`src/shared/mss_pkg.sv`:
```
// motor starter status package: register map, field layouts, timing constants
// assumes a single 20 MHz system clock shared by all users of this package
package mss_pkg;

	// register offsets on the plain register port
	localparam logic [3:0] ADDR_IN0 = 4'h0;
	localparam logic [3:0] ADDR_OUT0 = 4'h1;
	localparam logic [3:0] ADDR_IN1 = 4'h2;
	localparam logic [3:0] ADDR_CFG = 4'h3;
	localparam logic [3:0] ADDR_STAT = 4'h4;

	// output image byte 0 bit positions
	localparam int OUT_CW = 0;
	localparam int OUT_CCW = 1;
	localparam int OUT_BRAKE = 2;
	localparam int OUT_TRIP = 3;

	// input image bit positions
	localparam int IN0_READY = 0;
	localparam int IN0_FEEDBACK = 1;
	localparam int IN0_BREAKER = 2;
	localparam int IN1_LOCAL = 6;

	// status register bit positions
	localparam int STAT_SELFTEST = 0;
	localparam int STAT_MISMATCH = 1;
	localparam int STAT_DECODER = 2;

	// timing
	localparam int CLOCK_HZ = 20_000_000;
	localparam int FLICKER_HZ = 9;
	localparam int FLASH_MILLIHZ = 500;
	localparam int SELFTEST_MS = 2000;
	localparam int FLICKER_HALF_CYCLES = CLOCK_HZ / (2 * FLICKER_HZ);
	localparam int FLASH_FLICKER_HALVES = (FLICKER_HZ * 1000) / FLASH_MILLIHZ;
	localparam int SELFTEST_CYCLES = SELFTEST_MS * (CLOCK_HZ / 1000);

	typedef struct packed {
		logic high_feature;
		logic [2:0] group;
		logic newer_hw;
		logic bus_fault_release;
		logic group_configured;
		logic diag_en;
	} mss_cfg_t;

	localparam mss_cfg_t CFG_RESET = 8'h01;

	typedef struct packed {
		logic estop;
		logic decoder_fault;
		logic device_fault;
		logic jammed;
		logic fb_cw;
		logic fb_ccw;
		logic breaker_tripped;
		logic local_manual;
		logic brake_overload;
		logic bus_fault;
		logic limit_cw_nc;
		logic limit_ccw_nc;
		logic [2:0] sel_group;
	} mss_pins_t;

	typedef struct packed {
		logic group_error_red;
		logic contactor_yellow;
		logic device_yellow;
		logic brake_yellow;
		logic limit_cw_green;
		logic limit_ccw_green;
	} mss_led_t;

	typedef struct packed {
		logic cw;
		logic ccw;
		logic brake_release;
		logic trip_reset;
	} mss_drive_t;

	typedef enum logic {
		MODE_SELFTEST = 1'b0,
		MODE_RUN = 1'b1
	} mss_mode_t;

endpackage : mss_pkg

```
`src/core/mss_starter.sv`:
```
// motor starter status, process image and indicator logic
// assumes pins are asynchronous to clock; motor_current comes from same-clock logic
//
// What this block does
// flash indicators at 0.5 Hz, flicker patterns at 8 to 10 Hz
// group-error indicator shows its patterns only with group diagnostics enabled
// safety-group indicator dark when unconfigured and emergency stop present
// flash green when no stop and unconfigured, or stop and configured
// steady green when configured and no emergency stop
// self test on newer hardware: red, yellow, yellow, running light
// configured group differs from selected bus: two indicators flash together
// running light over all safety-group indicators on decoder fault
// brake indicator yellow while released, off while applied
// clockwise limit active: its indicator off, other green, brake applied
// counter-clockwise limit active: its indicator off, other green, brake applied
// brake overload: group error red, brake indicator yellow
// bus fault: group error red, brake follows configured fault reaction
// limit-switch inputs are normally closed; open contact means activated
// input bit 0.0 is 1 when ready, 0 when contactor jammed
// input bit 0.1 is contactor feedback, either direction
// input bit 0.2 is 1 once breaker tripped; bit 0.3 unused
// controller sets output bits 0.0 and 0.1 to run each direction
// output bit 0.2 releases the brake when 1
// input bit 1.6 reads 1 during local manual operation
// motor current as six-bit field in input byte 1 bits 0 to 5
// all blink timing from one reset-cleared free-running divider
// trip reset only on rising edge of output bit 0.3
`timescale 1ns/1ns
`default_nettype none

module mss_starter
	import mss_pkg::*;
#(
	parameter int NUM_GROUPS = 4,
	parameter int FLICKER_HALF = FLICKER_HALF_CYCLES,
	parameter int SELFTEST_LEN = SELFTEST_CYCLES
) (
	input wire logic clock,
	input wire logic rst_b,
	input wire logic [3:0] addr,
	input wire logic [7:0] wdata,
	input wire logic wr,
	input wire logic rd,
	output logic [7:0] rdata,
	input wire mss_pkg::mss_pins_t pins,
	input wire logic [5:0] motor_current,
	output mss_pkg::mss_drive_t drive,
	output mss_pkg::mss_led_t led,
	output logic [NUM_GROUPS-1:0] safety_group_led
);
	import mss_pkg::*;

	localparam int FW = $clog2(FLICKER_HALF + 1);
	localparam int TW = $clog2(SELFTEST_LEN + 1);
	localparam int GW = $clog2(NUM_GROUPS);
	localparam int HW = $clog2(FLASH_FLICKER_HALVES + 1);

	if (NUM_GROUPS < 2 || NUM_GROUPS > 8) begin : g_bad_groups
		$error("NUM_GROUPS must be 2 to 8");
	end
	if (FLICKER_HALF < 2 || SELFTEST_LEN < 2) begin : g_bad_counts
		$error("divider counts must be at least 2");
	end

	typedef struct packed {
		mss_pins_t sync1;
		mss_pins_t sync2;
		logic [5:0] current;
		logic [7:0] out_img;
		mss_cfg_t cfg;
		logic [7:0] rdata;
		logic trip_prev;
		logic [FW-1:0] flick_cnt;
		logic flicker;
		logic [HW-1:0] flash_cnt;
		logic flash;
		logic [GW-1:0] run_pos;
		mss_mode_t mode;
		logic [TW-1:0] st_cnt;
		mss_drive_t drive;
		mss_led_t led;
		logic [NUM_GROUPS-1:0] sg;
	} mss_state_t;

	logic rst_meta;
	logic rst_sync;
	mss_state_t s;
	mss_state_t next_s;
	mss_pins_t p;
	mss_cfg_t c;
	logic lim_cw_act;
	logic lim_ccw_act;
	logic release_ok;
	logic mismatch;
	logic [NUM_GROUPS-1:0] run_light;

	// reset enters asynchronously, leaves synchronously
	always_ff @(posedge clock or negedge rst_b) begin
		if (!rst_b) begin
			rst_meta <= 1'b0;
			rst_sync <= 1'b0;
		end else begin
			rst_meta <= 1'b1;
			rst_sync <= rst_meta;
		end
	end

	assign p = s.sync2;
	assign c = s.cfg;
	assign lim_cw_act = ~p.limit_cw_nc;
	assign lim_ccw_act = ~p.limit_ccw_nc;
	assign mismatch = c.group_configured && (c.group != p.sel_group);
	assign run_light = NUM_GROUPS'(1) << s.run_pos;

	// brake released only on command and when no limit or fault holds it
	assign release_ok = s.out_img[OUT_BRAKE] & ~lim_cw_act & ~lim_ccw_act
		& ~p.brake_overload & (~p.bus_fault | c.bus_fault_release);

	function automatic logic [7:0] read_mux(input mss_state_t st, input logic [3:0] a);
		logic [7:0] v;
		v = 8'h00;
		unique case (a)
			ADDR_IN0: begin
				v[IN0_READY] = ~(st.sync2.jammed | st.sync2.device_fault);
				v[IN0_FEEDBACK] = st.sync2.fb_cw | st.sync2.fb_ccw;
				v[IN0_BREAKER] = st.sync2.breaker_tripped;
			end
			ADDR_IN1: begin
				if (st.cfg.high_feature) begin
					v[5:0] = st.current;
					v[IN1_LOCAL] = st.sync2.local_manual;
				end
			end
			ADDR_CFG: v = st.cfg;
			ADDR_STAT: begin
				v[STAT_SELFTEST] = (st.mode == MODE_SELFTEST);
				v[STAT_MISMATCH] = st.cfg.group_configured && (st.cfg.group != st.sync2.sel_group);
				v[STAT_DECODER] = st.sync2.decoder_fault;
			end
			default: v = 8'h00;
		endcase
		return v;
	endfunction : read_mux

	always_comb begin
		next_s = s;
		next_s.sync1 = pins;
		next_s.sync2 = s.sync1;
		next_s.current = motor_current;

		// one divider chain keeps flash and flicker in phase
		if (s.flick_cnt == FW'(FLICKER_HALF - 1)) begin
			next_s.flick_cnt = '0;
			next_s.flicker = ~s.flicker;
			if (s.run_pos == GW'(NUM_GROUPS - 1)) begin
				next_s.run_pos = '0;
			end else begin
				next_s.run_pos = s.run_pos + GW'(1);
			end
			if (s.flash_cnt == HW'(FLASH_FLICKER_HALVES - 1)) begin
				next_s.flash_cnt = '0;
				next_s.flash = ~s.flash;
			end else begin
				next_s.flash_cnt = s.flash_cnt + HW'(1);
			end
		end else begin
			next_s.flick_cnt = s.flick_cnt + FW'(1);
		end

		if (s.mode == MODE_SELFTEST) begin
			if (s.st_cnt == TW'(SELFTEST_LEN - 1)) begin
				next_s.mode = MODE_RUN;
			end else begin
				next_s.st_cnt = s.st_cnt + TW'(1);
			end
		end

		if (wr) begin
			if (addr == ADDR_OUT0) begin
				next_s.out_img = wdata;
			end else if (addr == ADDR_CFG) begin
				next_s.cfg = wdata;
			end
		end
		next_s.rdata = rd ? read_mux(s, addr) : 8'h00;

		// both directions at once is treated as stop
		next_s.drive.cw = s.out_img[OUT_CW] & ~s.out_img[OUT_CCW];
		next_s.drive.ccw = s.out_img[OUT_CCW] & ~s.out_img[OUT_CW];
		next_s.drive.brake_release = release_ok;
		next_s.trip_prev = s.out_img[OUT_TRIP];
		next_s.drive.trip_reset = c.high_feature & s.out_img[OUT_TRIP] & ~s.trip_prev;

		next_s.led.group_error_red = c.diag_en & (p.device_fault | p.jammed
			| p.brake_overload | p.bus_fault);
		next_s.led.contactor_yellow = p.fb_cw | p.fb_ccw;
		// command without feedback: no current flow warning
		next_s.led.device_yellow = (s.out_img[OUT_CW] | s.out_img[OUT_CCW])
			& ~(p.fb_cw | p.fb_ccw) & s.flash;
		next_s.led.brake_yellow = p.brake_overload | release_ok;
		next_s.led.limit_cw_green = ~lim_cw_act;
		next_s.led.limit_ccw_green = ~lim_ccw_act;

		for (int i = 0; i < NUM_GROUPS; i++) begin
			if (p.decoder_fault) begin
				next_s.sg[i] = run_light[i];
			end else if (mismatch) begin
				next_s.sg[i] = (p.sel_group == 3'(i) || c.group == 3'(i)) & s.flash;
			end else if (p.sel_group == 3'(i)) begin
				if (p.estop && !c.group_configured) begin
					next_s.sg[i] = 1'b0;
				end else if (!p.estop && c.group_configured) begin
					next_s.sg[i] = 1'b1;
				end else begin
					next_s.sg[i] = s.flash;
				end
			end else begin
				next_s.sg[i] = 1'b0;
			end
		end

		// older hardware keeps the live display during self test
		if (s.mode == MODE_SELFTEST && c.newer_hw) begin
			next_s.led.group_error_red = 1'b1;
			next_s.led.contactor_yellow = 1'b1;
			next_s.led.device_yellow = 1'b1;
			next_s.sg = run_light;
		end
	end

	always_ff @(posedge clock or negedge rst_sync) begin
		if (!rst_sync) begin
			s <= '{cfg: CFG_RESET, mode: MODE_SELFTEST, default: '0};
		end else begin
			s <= next_s;
		end
	end

	assign rdata = s.rdata;
	assign drive = s.drive;
	assign led = s.led;
	assign safety_group_led = s.sg;
endmodule : mss_starter

`default_nettype wire

```
`config.mk`:
```
export PLATFORM = sky130hd
export DESIGN_NAME = mss_starter
export DESIGN_NICKNAME = d
export VERILOG_FILES = /design/src/shared/mss_pkg.sv /design/src/core/mss_starter.sv
export SDC_FILE = /design/constraint.sdc
export NUM_CORES = 1
export LEC_CHECK = 0
export ABC_AREA = 1
export BUFFER_PORTS_ARGS = -buffer_cell sky130_fd_sc_hd__buf_2
export CAP_MARGIN = 20
export CORE_ASPECT_RATIO = 0.8
export CORE_UTILIZATION = 30
export DETAILED_ROUTE_END_ITERATION = 8
export GPL_TIMING_DRIVEN = 0
export PLACE_DENSITY = 0.46
export SYNTH_ARGS = -nofsm -noshare
export SYNTH_HDL_FRONTEND = slang
export SYNTH_SLANG_ARGS = --single-unit
export TNS_END_PERCENT = 100
```
`constraint.sdc`:
```
create_clock -name clock -period 8.15 [get_ports clock]
set_clock_uncertainty 0.2 [all_clocks]
set_input_delay 0.815 -clock clock [delete_from_list [all_inputs] [get_ports clock]]
set_output_delay 0.815 -clock clock [all_outputs]
set_load 0.01 [all_outputs]
```
After elaboration in Yosys (flattened, before gate mapping)
Cells that the tools add are included.
{ "classes": {"addsub": 4, "eq_ne": 15, "n_shift": 1, "mux": 27, "n_bitwise": 33, "reduce_logical": 17} }
{ "op_table": {"columns": ["op", "count"], "rows": [
  ["$mux 27", 1],
  ["$add 26x1->26 const B", 1],
  ["$eq 26x26->1 const B", 1],
  ["$mux 26", 1],
  ["$add 21x1->21 const B", 1],
  ["$eq 21x21->1 const B", 1],
  ["$mux 21", 1],
  ["$mux 1", 16],
  ["$and 1x1->1", 15],
  ["$eq 3x2->1 const B", 4],
  ["$pmux 3 s4", 1],
  ["$not 1->1", 11],
  ["$eq 4x2->1 const B", 2],
  ["$mux 8", 1],
  ["$pmux 4 s2", 1],
  ["$mux 7", 1],
  ["$or 1x1->1", 7],
  ["$eq 3x1->1 const B", 2],
  ["$logic_not 3->1", 2],
  ["$reduce_and 2->1", 3],
  ["$add 5x1->5 const B", 1],
  ["$eq 5x5->1 const B", 1],
  ["$mux 5", 1],
  ["$eq 4x1->1 const B", 1],
  ["other kinds (13)", 20]
]} }
{ "totals": {"reg_bits": 129, "inputBits": 37, "out_inout_bits": 22, "elab_cells": 152} }

Depth between registers and ports, before layout
Gate-level depths: netlist of run 1.
{ "logic_depth": {"depth_word": 8, "depth_mapped": 11, "ltp_nobuf": 10} }

Worst setup path before layout of run 1
No wires, ideal clock.
{ "synth_path": {"kind": "input-to-reg", "startpoint": "input addr[3]", "endpoint": "register s, in the netlist c[1]", "setup_ns": 0.132, "t_arrival_ns": 1.690, "required_time_ns": 7.818, "path_slack_ns": 6.128, "stages": 7, "path_buffers": 1, "cell_sequence": "nor2_1 > nand2_1 > inv_1 > nand2_1 > clkbuf_1 > nand2_1 > o21ai_0"} }
{ "synth_between": {"elab_chain_len": 3, "elab_cells_between_ends": 4, "classes_between": "eq/ne: 2; bitwise: 1; reduce/logical: 1"} }
{ "synth_lines": {"columns": ["item", "line_no", "source"], "rows": [
  ["start, declared", "mss_starter.sv:40", "input wire logic [3:0] addr,"],
  ["$eq 4x1->1", "mss_starter.sv:179", "if (addr == ADDR_OUT0) begin"],
  ["$not 1->1 (no source line)", null, null],
  ["$reduce_and 3->1 (no source line) *", null, null],
  ["end signal, assigned", "mss_starter.sv:235", "s <= next_s;"],
  ["end, declared", "mss_starter.sv:87", "mss_state_t s;"]
]} }
Every way passes the cells marked *; elsewhere a longest branch is shown, timed or not.
A chain may end at the register's enable or synchronous reset.

Final worst setup path of run 1
{ "layout_path": {"startpoint": "register s[14] (netlist bit)", "endpoint": "register s[36] (netlist bit)"} }
{ "layout_between": {"elab_chain_len": 3, "elab_cells_between_ends": 4, "classes_between": "add/sub: 1; eq/ne: 1; bitwise: 1; reduce/logical: 1"} }
{ "layout_lines": {"columns": ["item"], "rows": [
  ["parallel branches: the longest is 3 deep, another holds $add 26x1->26"]
]} }
Parallel ways; which one is timed is not known.

==> results of run 1 <==
## layout make-up
class                           count  area, um2
Clock inverter                     15        184
Tap cell                          264        330
Sequential cell                   129       3230
Clock buffer                       17        425
Fill cell                        2118      12500
Multi-Input combinational cell    522       2430
Timing Repair Buffer               60        328
Inverter                           77        290
Buffer                             29        210
## synth_stat cells, types with 3 or more instances
cell type / n / share of area
nand2_1: 257 / 0.16
dfrtp_1: 128 / 0.52
nor2_1: 103 / 0.063
inv_1: 75 / 0.046
nand3_1: 39 / 0.032
o21ai_0: 23 / 0.019
buf_4: 22 / 0.027
a21oi_1: 19 / 0.015
xor2_1: 19 / 0.027
nor3_1: 10 / 0.0081
ha_1: 9 / 0.018
nand3b_1: 8 / 0.0098
nand4_1: 8 / 0.0081
or2_2: 7 / 0.0071
xnor2_1: 6 / 0.0085
buf_2: 3 / 0.0024
## layer usage
layer	up-vias	track usage
met5	-	0
met1	2127	0.221
met4	0	0.0533
met2	96	0.209
li1	2482	-
met3	9	0.0343
## how the worst min path moves through the flow
| stage | startpoint | endpoint |
|---|---|---|
| CTS | next_s[112] | p[10] |
| global route | next_s[108] | p[6] |
| floorplan | next_s[105] | next_s[4] |
| finish | rst_meta | rst_sync |
| detailed placement | next_s[106] | next_s[5] |
| global placement | rst_meta | rst_sync |
## stage by stage
| stage | setup slack (ps) | power (mW) | hold slack, ps |
|---|---|---|---|
| 4_1_cts | 5870 | 1.61 | 150 |
| 2_1_floorplan | 4090 | 0.766 | 131 |
| 3_3_place_gp | 2390 | 0.808 | 131 |
| 3_5_place_dp | 5590 | 0.809 | 135 |
| 6_report | 5880 | 1.59 | 148 |
| 5_1_grt | 5680 | 1.67 | 156 |
## kinds of logic after synthesis
logic type,after synthesis
other,1
buffers and inverters,106
muxes,1
and+or+nand+nor,440
DFF,129
AOI/OAI and AO/OA,46
adders and majority gates,9
xor gates and xnor gates,25
## worst max-delay path: stages, from the launching register on
cell and delay (ps):
dfrtp_1 450, ha_1 380, nand3_2 210, inv_2 130, nand2_4 70, clkinv_2 70
nand2_4 50, o21ai_4 310, buf_6 210, nand2_1 60, nand2_1 60
## report_power, final
| group | total [mW] | internal, mW | leakage, nW | switching (mW) |
|---|---|---|---|---|
| combinational | 0.0957 | 0.0440 | 1.77 | 0.0517 |
| clock | 0.795 | 0.467 | 0.301 | 0.328 |
| sequential | 0.698 | 0.674 | 1.64 | 0.0243 |
## state kept, by name (all words and copies together), names as in the netlist
register / flops
c: 8
drive: 4
s: 66
led: 6
rst_meta: 1
safety_group_led: 4
rst_sync: 1
next_s: 18
p: 13
rdata: 8
==> flow_metrics.env, run 1 <==
export IMPL_drive_above_1_share=0.163
export IMPL_ctsRootBufferMaster="clkbuf_16"
export IMPL_cp_required_ps=8310
export IMPL_path_class="reg -> reg"
export IMPL_met2_length_um=5590
export IMPL_syn_num_nets=803
export IMPL_viasPerCell=4.24
export IMPL_utilization=0.372
export IMPL_synthAdderAreaFrac=0.0183
export IMPL_outcome="finished clean"
export IMPL_die_h_um=130
export IMPL_power_density_mw_per_mm2=214
export IMPL_grt_pass1_wl_um=24100
export IMPL_max_freq_ghz=0.440
export IMPL_cts_buffers=17
export IMPL_num_rows=46
export IMPL_dp_hpwl_um=10400
export IMPL_final_cell_mix="nand2_1, dfrtp_1, nor2_1"
export IMPL_hold_path_depth=0
export IMPL_clock_latency_ps=420
export IMPL_r2r_start="s[14]"
export IMPL_route_detailed_drc=0
export IMPL_highest_layer="met4"
export IMPL_ys_seq_elements=129
export IMPL_syn_avg_cell_area_um2=8.14
export IMPL_wl_um=14000
export IMPL_ctsResizeCount=0
export IMPL_track_usage=0.149
export IMPL_yosys_most_used_dff="dfrtp_1"
export IMPL_syn_inst=757
export IMPL_cts_hold_buf=1
export IMPL_cp_startpoint="s[14]"
export IMPL_grt_pass1_vias=4730
export IMPL_dp_cells=1080
export IMPL_dpl_cell_area_mm2=0.00681
export IMPL_grt_max_degree=68
export IMPL_placement_io_buffers=58
export IMPL_yosysSeqAreaShare=0.524
export IMPL_die_area_mm2=0.0211
export IMPL_drtIter0Drc=344
export IMPL_grt_ovfl_total=0
export IMPL_tightest_slew_ps=824
export IMPL_finalCriticalPeriod_ps=2270
export IMPL_synth_async_reset_ratio=1.00
export IMPL_start_util=0.308
export IMPL_rrSetupSlack_ps=5880
export IMPL_synth_cell_types=33
export IMPL_synth_edf_count=0
export IMPL_setup_viol=0
export IMPL_post_cts_buffers=0
export IMPL_synthXorXnorAreaFrac=0.0355
export IMPL_clkTransAtPathRegs_ps=60
export IMPL_dieWidth_um=162
export IMPL_post_route_period_util=0.279
export IMPL_cp_max_fo=10
export IMPL_dr_wl_met3_um=730
export IMPL_setup_tns_final_ps=0
export IMPL_muxShareOfSynthArea=0.00183
export IMPL_drt_met1_wl_um=7580
export IMPL_cp_arrival_ps=2430
export IMPL_io_pins=59
export IMPL_startpoint_type="register"
export IMPL_ir_drop_mv=0.107
export IMPL_antenna_cells=0
export IMPL_maxCapViolations=0
export IMPL_nets=882
export IMPL_clk_path_buf_depth=2
export IMPL_synthSimpleGateAreaFrac=0.298
export IMPL_worstSetupEndpoint="s[36]"
export IMPL_hold_viol=0
export IMPL_final_cells=1113
export IMPL_antenna_found_initial=0
export IMPL_synth_cell_area_mm2=0.00616
export IMPL_drtAntennaViolNets=0
export IMPL_synth_yosys_warnings=0
export IMPL_cts_tree="yes"
export IMPL_htreeDepth=4
export IMPL_critPathCaptureType="register"
export IMPL_final_cell_area_mm2=0.00743
export IMPL_grt_setup_unrepaired="no"
export IMPL_clock_sinks=129
export IMPL_r2r_end="s[36]"
export IMPL_timing_slew_headroom=0.451
export IMPL_synth_compound_area_frac=0.0404
export IMPL_wire_per_inst_um=12.6
export IMPL_min_path_type="reg -> reg"
export IMPL_drv_slew=0
export IMPL_firstDrtPassIters=5
export IMPL_gp_congestion=0.822
export IMPL_r2r_cells=10
export IMPL_core_area_mm2=0.0200
export IMPL_area_delta_synth_final_pct=20.6
export IMPL_p_leak_nw=3.72
export IMPL_synth_top_family_by_area="simple AND/OR/NAND/NOR gates"
export IMPL_final_common_cell="nand2_1"
export IMPL_vias=4714
No activity file was read; power rests on OpenSTA's default activity.
==> run 2, diff against run 1 <==
--- a/config.mk
+++ b/config.mk
@@ -12,7 +12,7 @@
 export CORE_UTILIZATION = 30
 export DETAILED_ROUTE_END_ITERATION = 8
 export GPL_TIMING_DRIVEN = 0
-export PLACE_DENSITY = 0.46
+export PLACE_DENSITY = 0.48
 export SYNTH_ARGS = -nofsm -noshare
 export SYNTH_HDL_FRONTEND = slang
 export SYNTH_SLANG_ARGS = --single-unit
==> constraint.sdc (replaced) <==
create_clock -name clock -period 1.8 [get_ports clock]
set_clock_uncertainty 0.2 [all_clocks]
set_input_delay 0.18 -clock clock [delete_from_list [all_inputs] [get_ports clock]]
set_output_delay 0.18 -clock clock [all_outputs]
set_load 0.01 [all_outputs]
==> run 2 against run 1 <==
Global-route usage up 0.56 points. Cell count rose by 5.4%. Non-clock buffer count increased by 59. Clock power grew to 4.5 times the previous value. Hold slack lost 94 ps. Total power increased to 4.5 times the previous value. First-iteration DRC count fell by 9.3%. Largest cell class unchanged. Largest power group unchanged. Highest routed layer unchanged.
==> flow_metrics.env, run 2 (synthesized netlist as in run 1, its figures left out) <==
export IMPL_outcome="finished clean"
export IMPL_final_cell_mix="nand2_1, dfrtp_1, nor2_1"
export IMPL_core_area_mm2=0.0200
export IMPL_grt_max_degree=66
export IMPL_path_class="reg -> reg"
export IMPL_ir_drop_mv=0.487
export IMPL_wire_per_inst_um=12.9
export IMPL_p_leak_nw=4.00
export IMPL_tightest_slew_ps=877
export IMPL_hold_viol=0
export IMPL_drive_above_1_share=0.220
export IMPL_grt_pass1_vias=4855
export IMPL_post_route_period_util=0.999
export IMPL_clock_sinks=129
export IMPL_startpoint_type="register"
export IMPL_viasPerCell=4.30
export IMPL_dp_hpwl_um=10300
export IMPL_die_h_um=130
export IMPL_grt_pass1_wl_um=24900
export IMPL_setup_viol=0
export IMPL_antenna_cells=0
export IMPL_io_pins=59
export IMPL_cp_required_ps=1920
export IMPL_maxCapViolations=0
export IMPL_clock_latency_ps=430
export IMPL_nets=942
export IMPL_wl_um=15100
export IMPL_ctsRootBufferMaster="clkbuf_16"
export IMPL_firstDrtPassIters=4
export IMPL_r2r_cells=9
export IMPL_num_rows=46
export IMPL_cts_tree="yes"
export IMPL_gp_congestion=0.833
export IMPL_grt_setup_unrepaired="yes"
export IMPL_largest_reg_flops=66
export IMPL_route_detailed_drc=0
export IMPL_final_common_cell="nand2_1"
export IMPL_power_density_mw_per_mm2=879
export IMPL_drv_slew=0
export IMPL_grt_ovfl_total=0
export IMPL_vias=5045
export IMPL_max_freq_ghz=0.556
export IMPL_drtIter0Drc=312
export IMPL_min_path_type="in -> reg"
export IMPL_die_area_mm2=0.0211
export IMPL_area_delta_synth_final_pct=33.2
export IMPL_cp_max_fo=6
export IMPL_finalCriticalPeriod_ps=1800
export IMPL_dieWidth_um=162
export IMPL_clkTransAtPathRegs_ps=70
export IMPL_finalPower_mw=7.21
export IMPL_dp_cells=1080
export IMPL_timing_slew_headroom=0.415
export IMPL_drtAntennaViolNets=0
export IMPL_hold_path_depth=5
export IMPL_antenna_found_initial=0
export IMPL_fillers=2033
export IMPL_critPathCaptureType="register"
export IMPL_clk_path_buf_depth=2
export IMPL_htreeDepth=4
export IMPL_start_util=0.308
export IMPL_regMostFlops="s"
export IMPL_cp_arrival_ps=1920
export IMPL_track_usage=0.154
export IMPL_cts_buffers=17
export IMPL_final_cells=1173
export IMPL_placement_io_buffers=58
==> run 2: changes by cell type in the layout (fill, tap and decap cells not counted), sizes merged <==
| cell | previous run | this run |
|---|---|---|
| nand3 | 40 | 41 |
| dlygate4sd3 | 1 | 37 |
| clkbuf | 19 | 18 |
| clkinv | 2 | 4 |
| bufinv | 2 | 1 |
| inv | 87 | 86 |
| buf | 86 | 110 |
==> run 2: final cells by class <==
cell class | count | area, um2 | share of cell area
Clock buffer | 17 | 425 | 0.0519
Multi-Input combinational cell | 523 | 2570 | 0.313
Tap cell | 264 | 330 | 0.0403
Clock inverter | 15 | 184 | 0.0224
Sequential cell | 129 | 3240 | 0.395
Inverter | 77 | 302 | 0.0368
Buffer | 28 | 226 | 0.0276
Timing Repair Buffer | 120 | 923 | 0.113
==> run 2: per-stage QoR <==
stage / cell area (um2) / hold WS (ps) / setup WS [ps] / setup TNS (ps) / util
after floorplan: 6170 / -316 / 20.1 / 0 / -
after global placement: 6790 / -233 / -394 / -48190 / 0.340
after detailed placement: 6810 / -232 / -396 / -12360 / 0.341
after CTS: 8050 / 45.0 / 3.56 / 0 / 0.403
after global routing: 8200 / 81.1 / -74.0 / -1310 / 0.411
final: 8200 / 54.7 / 1.27 / 0 / 0.411
==> run 2: worst max-delay path, stage by stage (launching register included) <==
cell and delay (ps):
dfrtp_2 430, or2_0 200, nor2_1 120, nand3_2 150
nor2_4 160, nor2_4 40, buf_12 140, buf_8 130
nand2_1 60, nand2_1 50
==> run 2: layer usage <==
layer / vias up / wire length (um) / global-route usage
li1: 2611 / - / -
met1: 2323 / 8270 / 0.234
met2: 103 / 6050 / 0.214
met3: 8 / 714 / 0.0401
met4: 0 / 103 / 0.0416
met5: - / 0 / 0
==> run 2: report_power, final <==
group / switching, mW / internal (mW)
registers: 0.124 / 3.05
logic: 0.234 / 0.246
clock network: 1.55 / 2.00
total: 1.91 / 5.30
==> run 2: path summary, 6_finish.rpt <==
check | start | to | slack (ps)
setup reg to reg | s[30] | s[35] | 1
hold / removal | addr[1] | rdata[1] | 50
min in group asynchronous | rst_sync | s[70] | 260
setup / recovery | s[30] | s[35] | 1
max in group asynchronous | rst_sync | c[0] | 290
hold reg to reg | next_s[109] | p[7] | 150
==> run 2: repair_timing <==
| action | in CTS | in global routing |
|---|---|---|
| pin swaps | 5 | 12 |
| hold endpoints to repair | 43 | 0 |
| endpoints found under the setup margin | 44 | 50 |
| resized for setup | 34 | 32 |
| cloned | 4 | 1 |
| hold buffers | 37 | 0 |
| setup buffers | 14 | 7 |
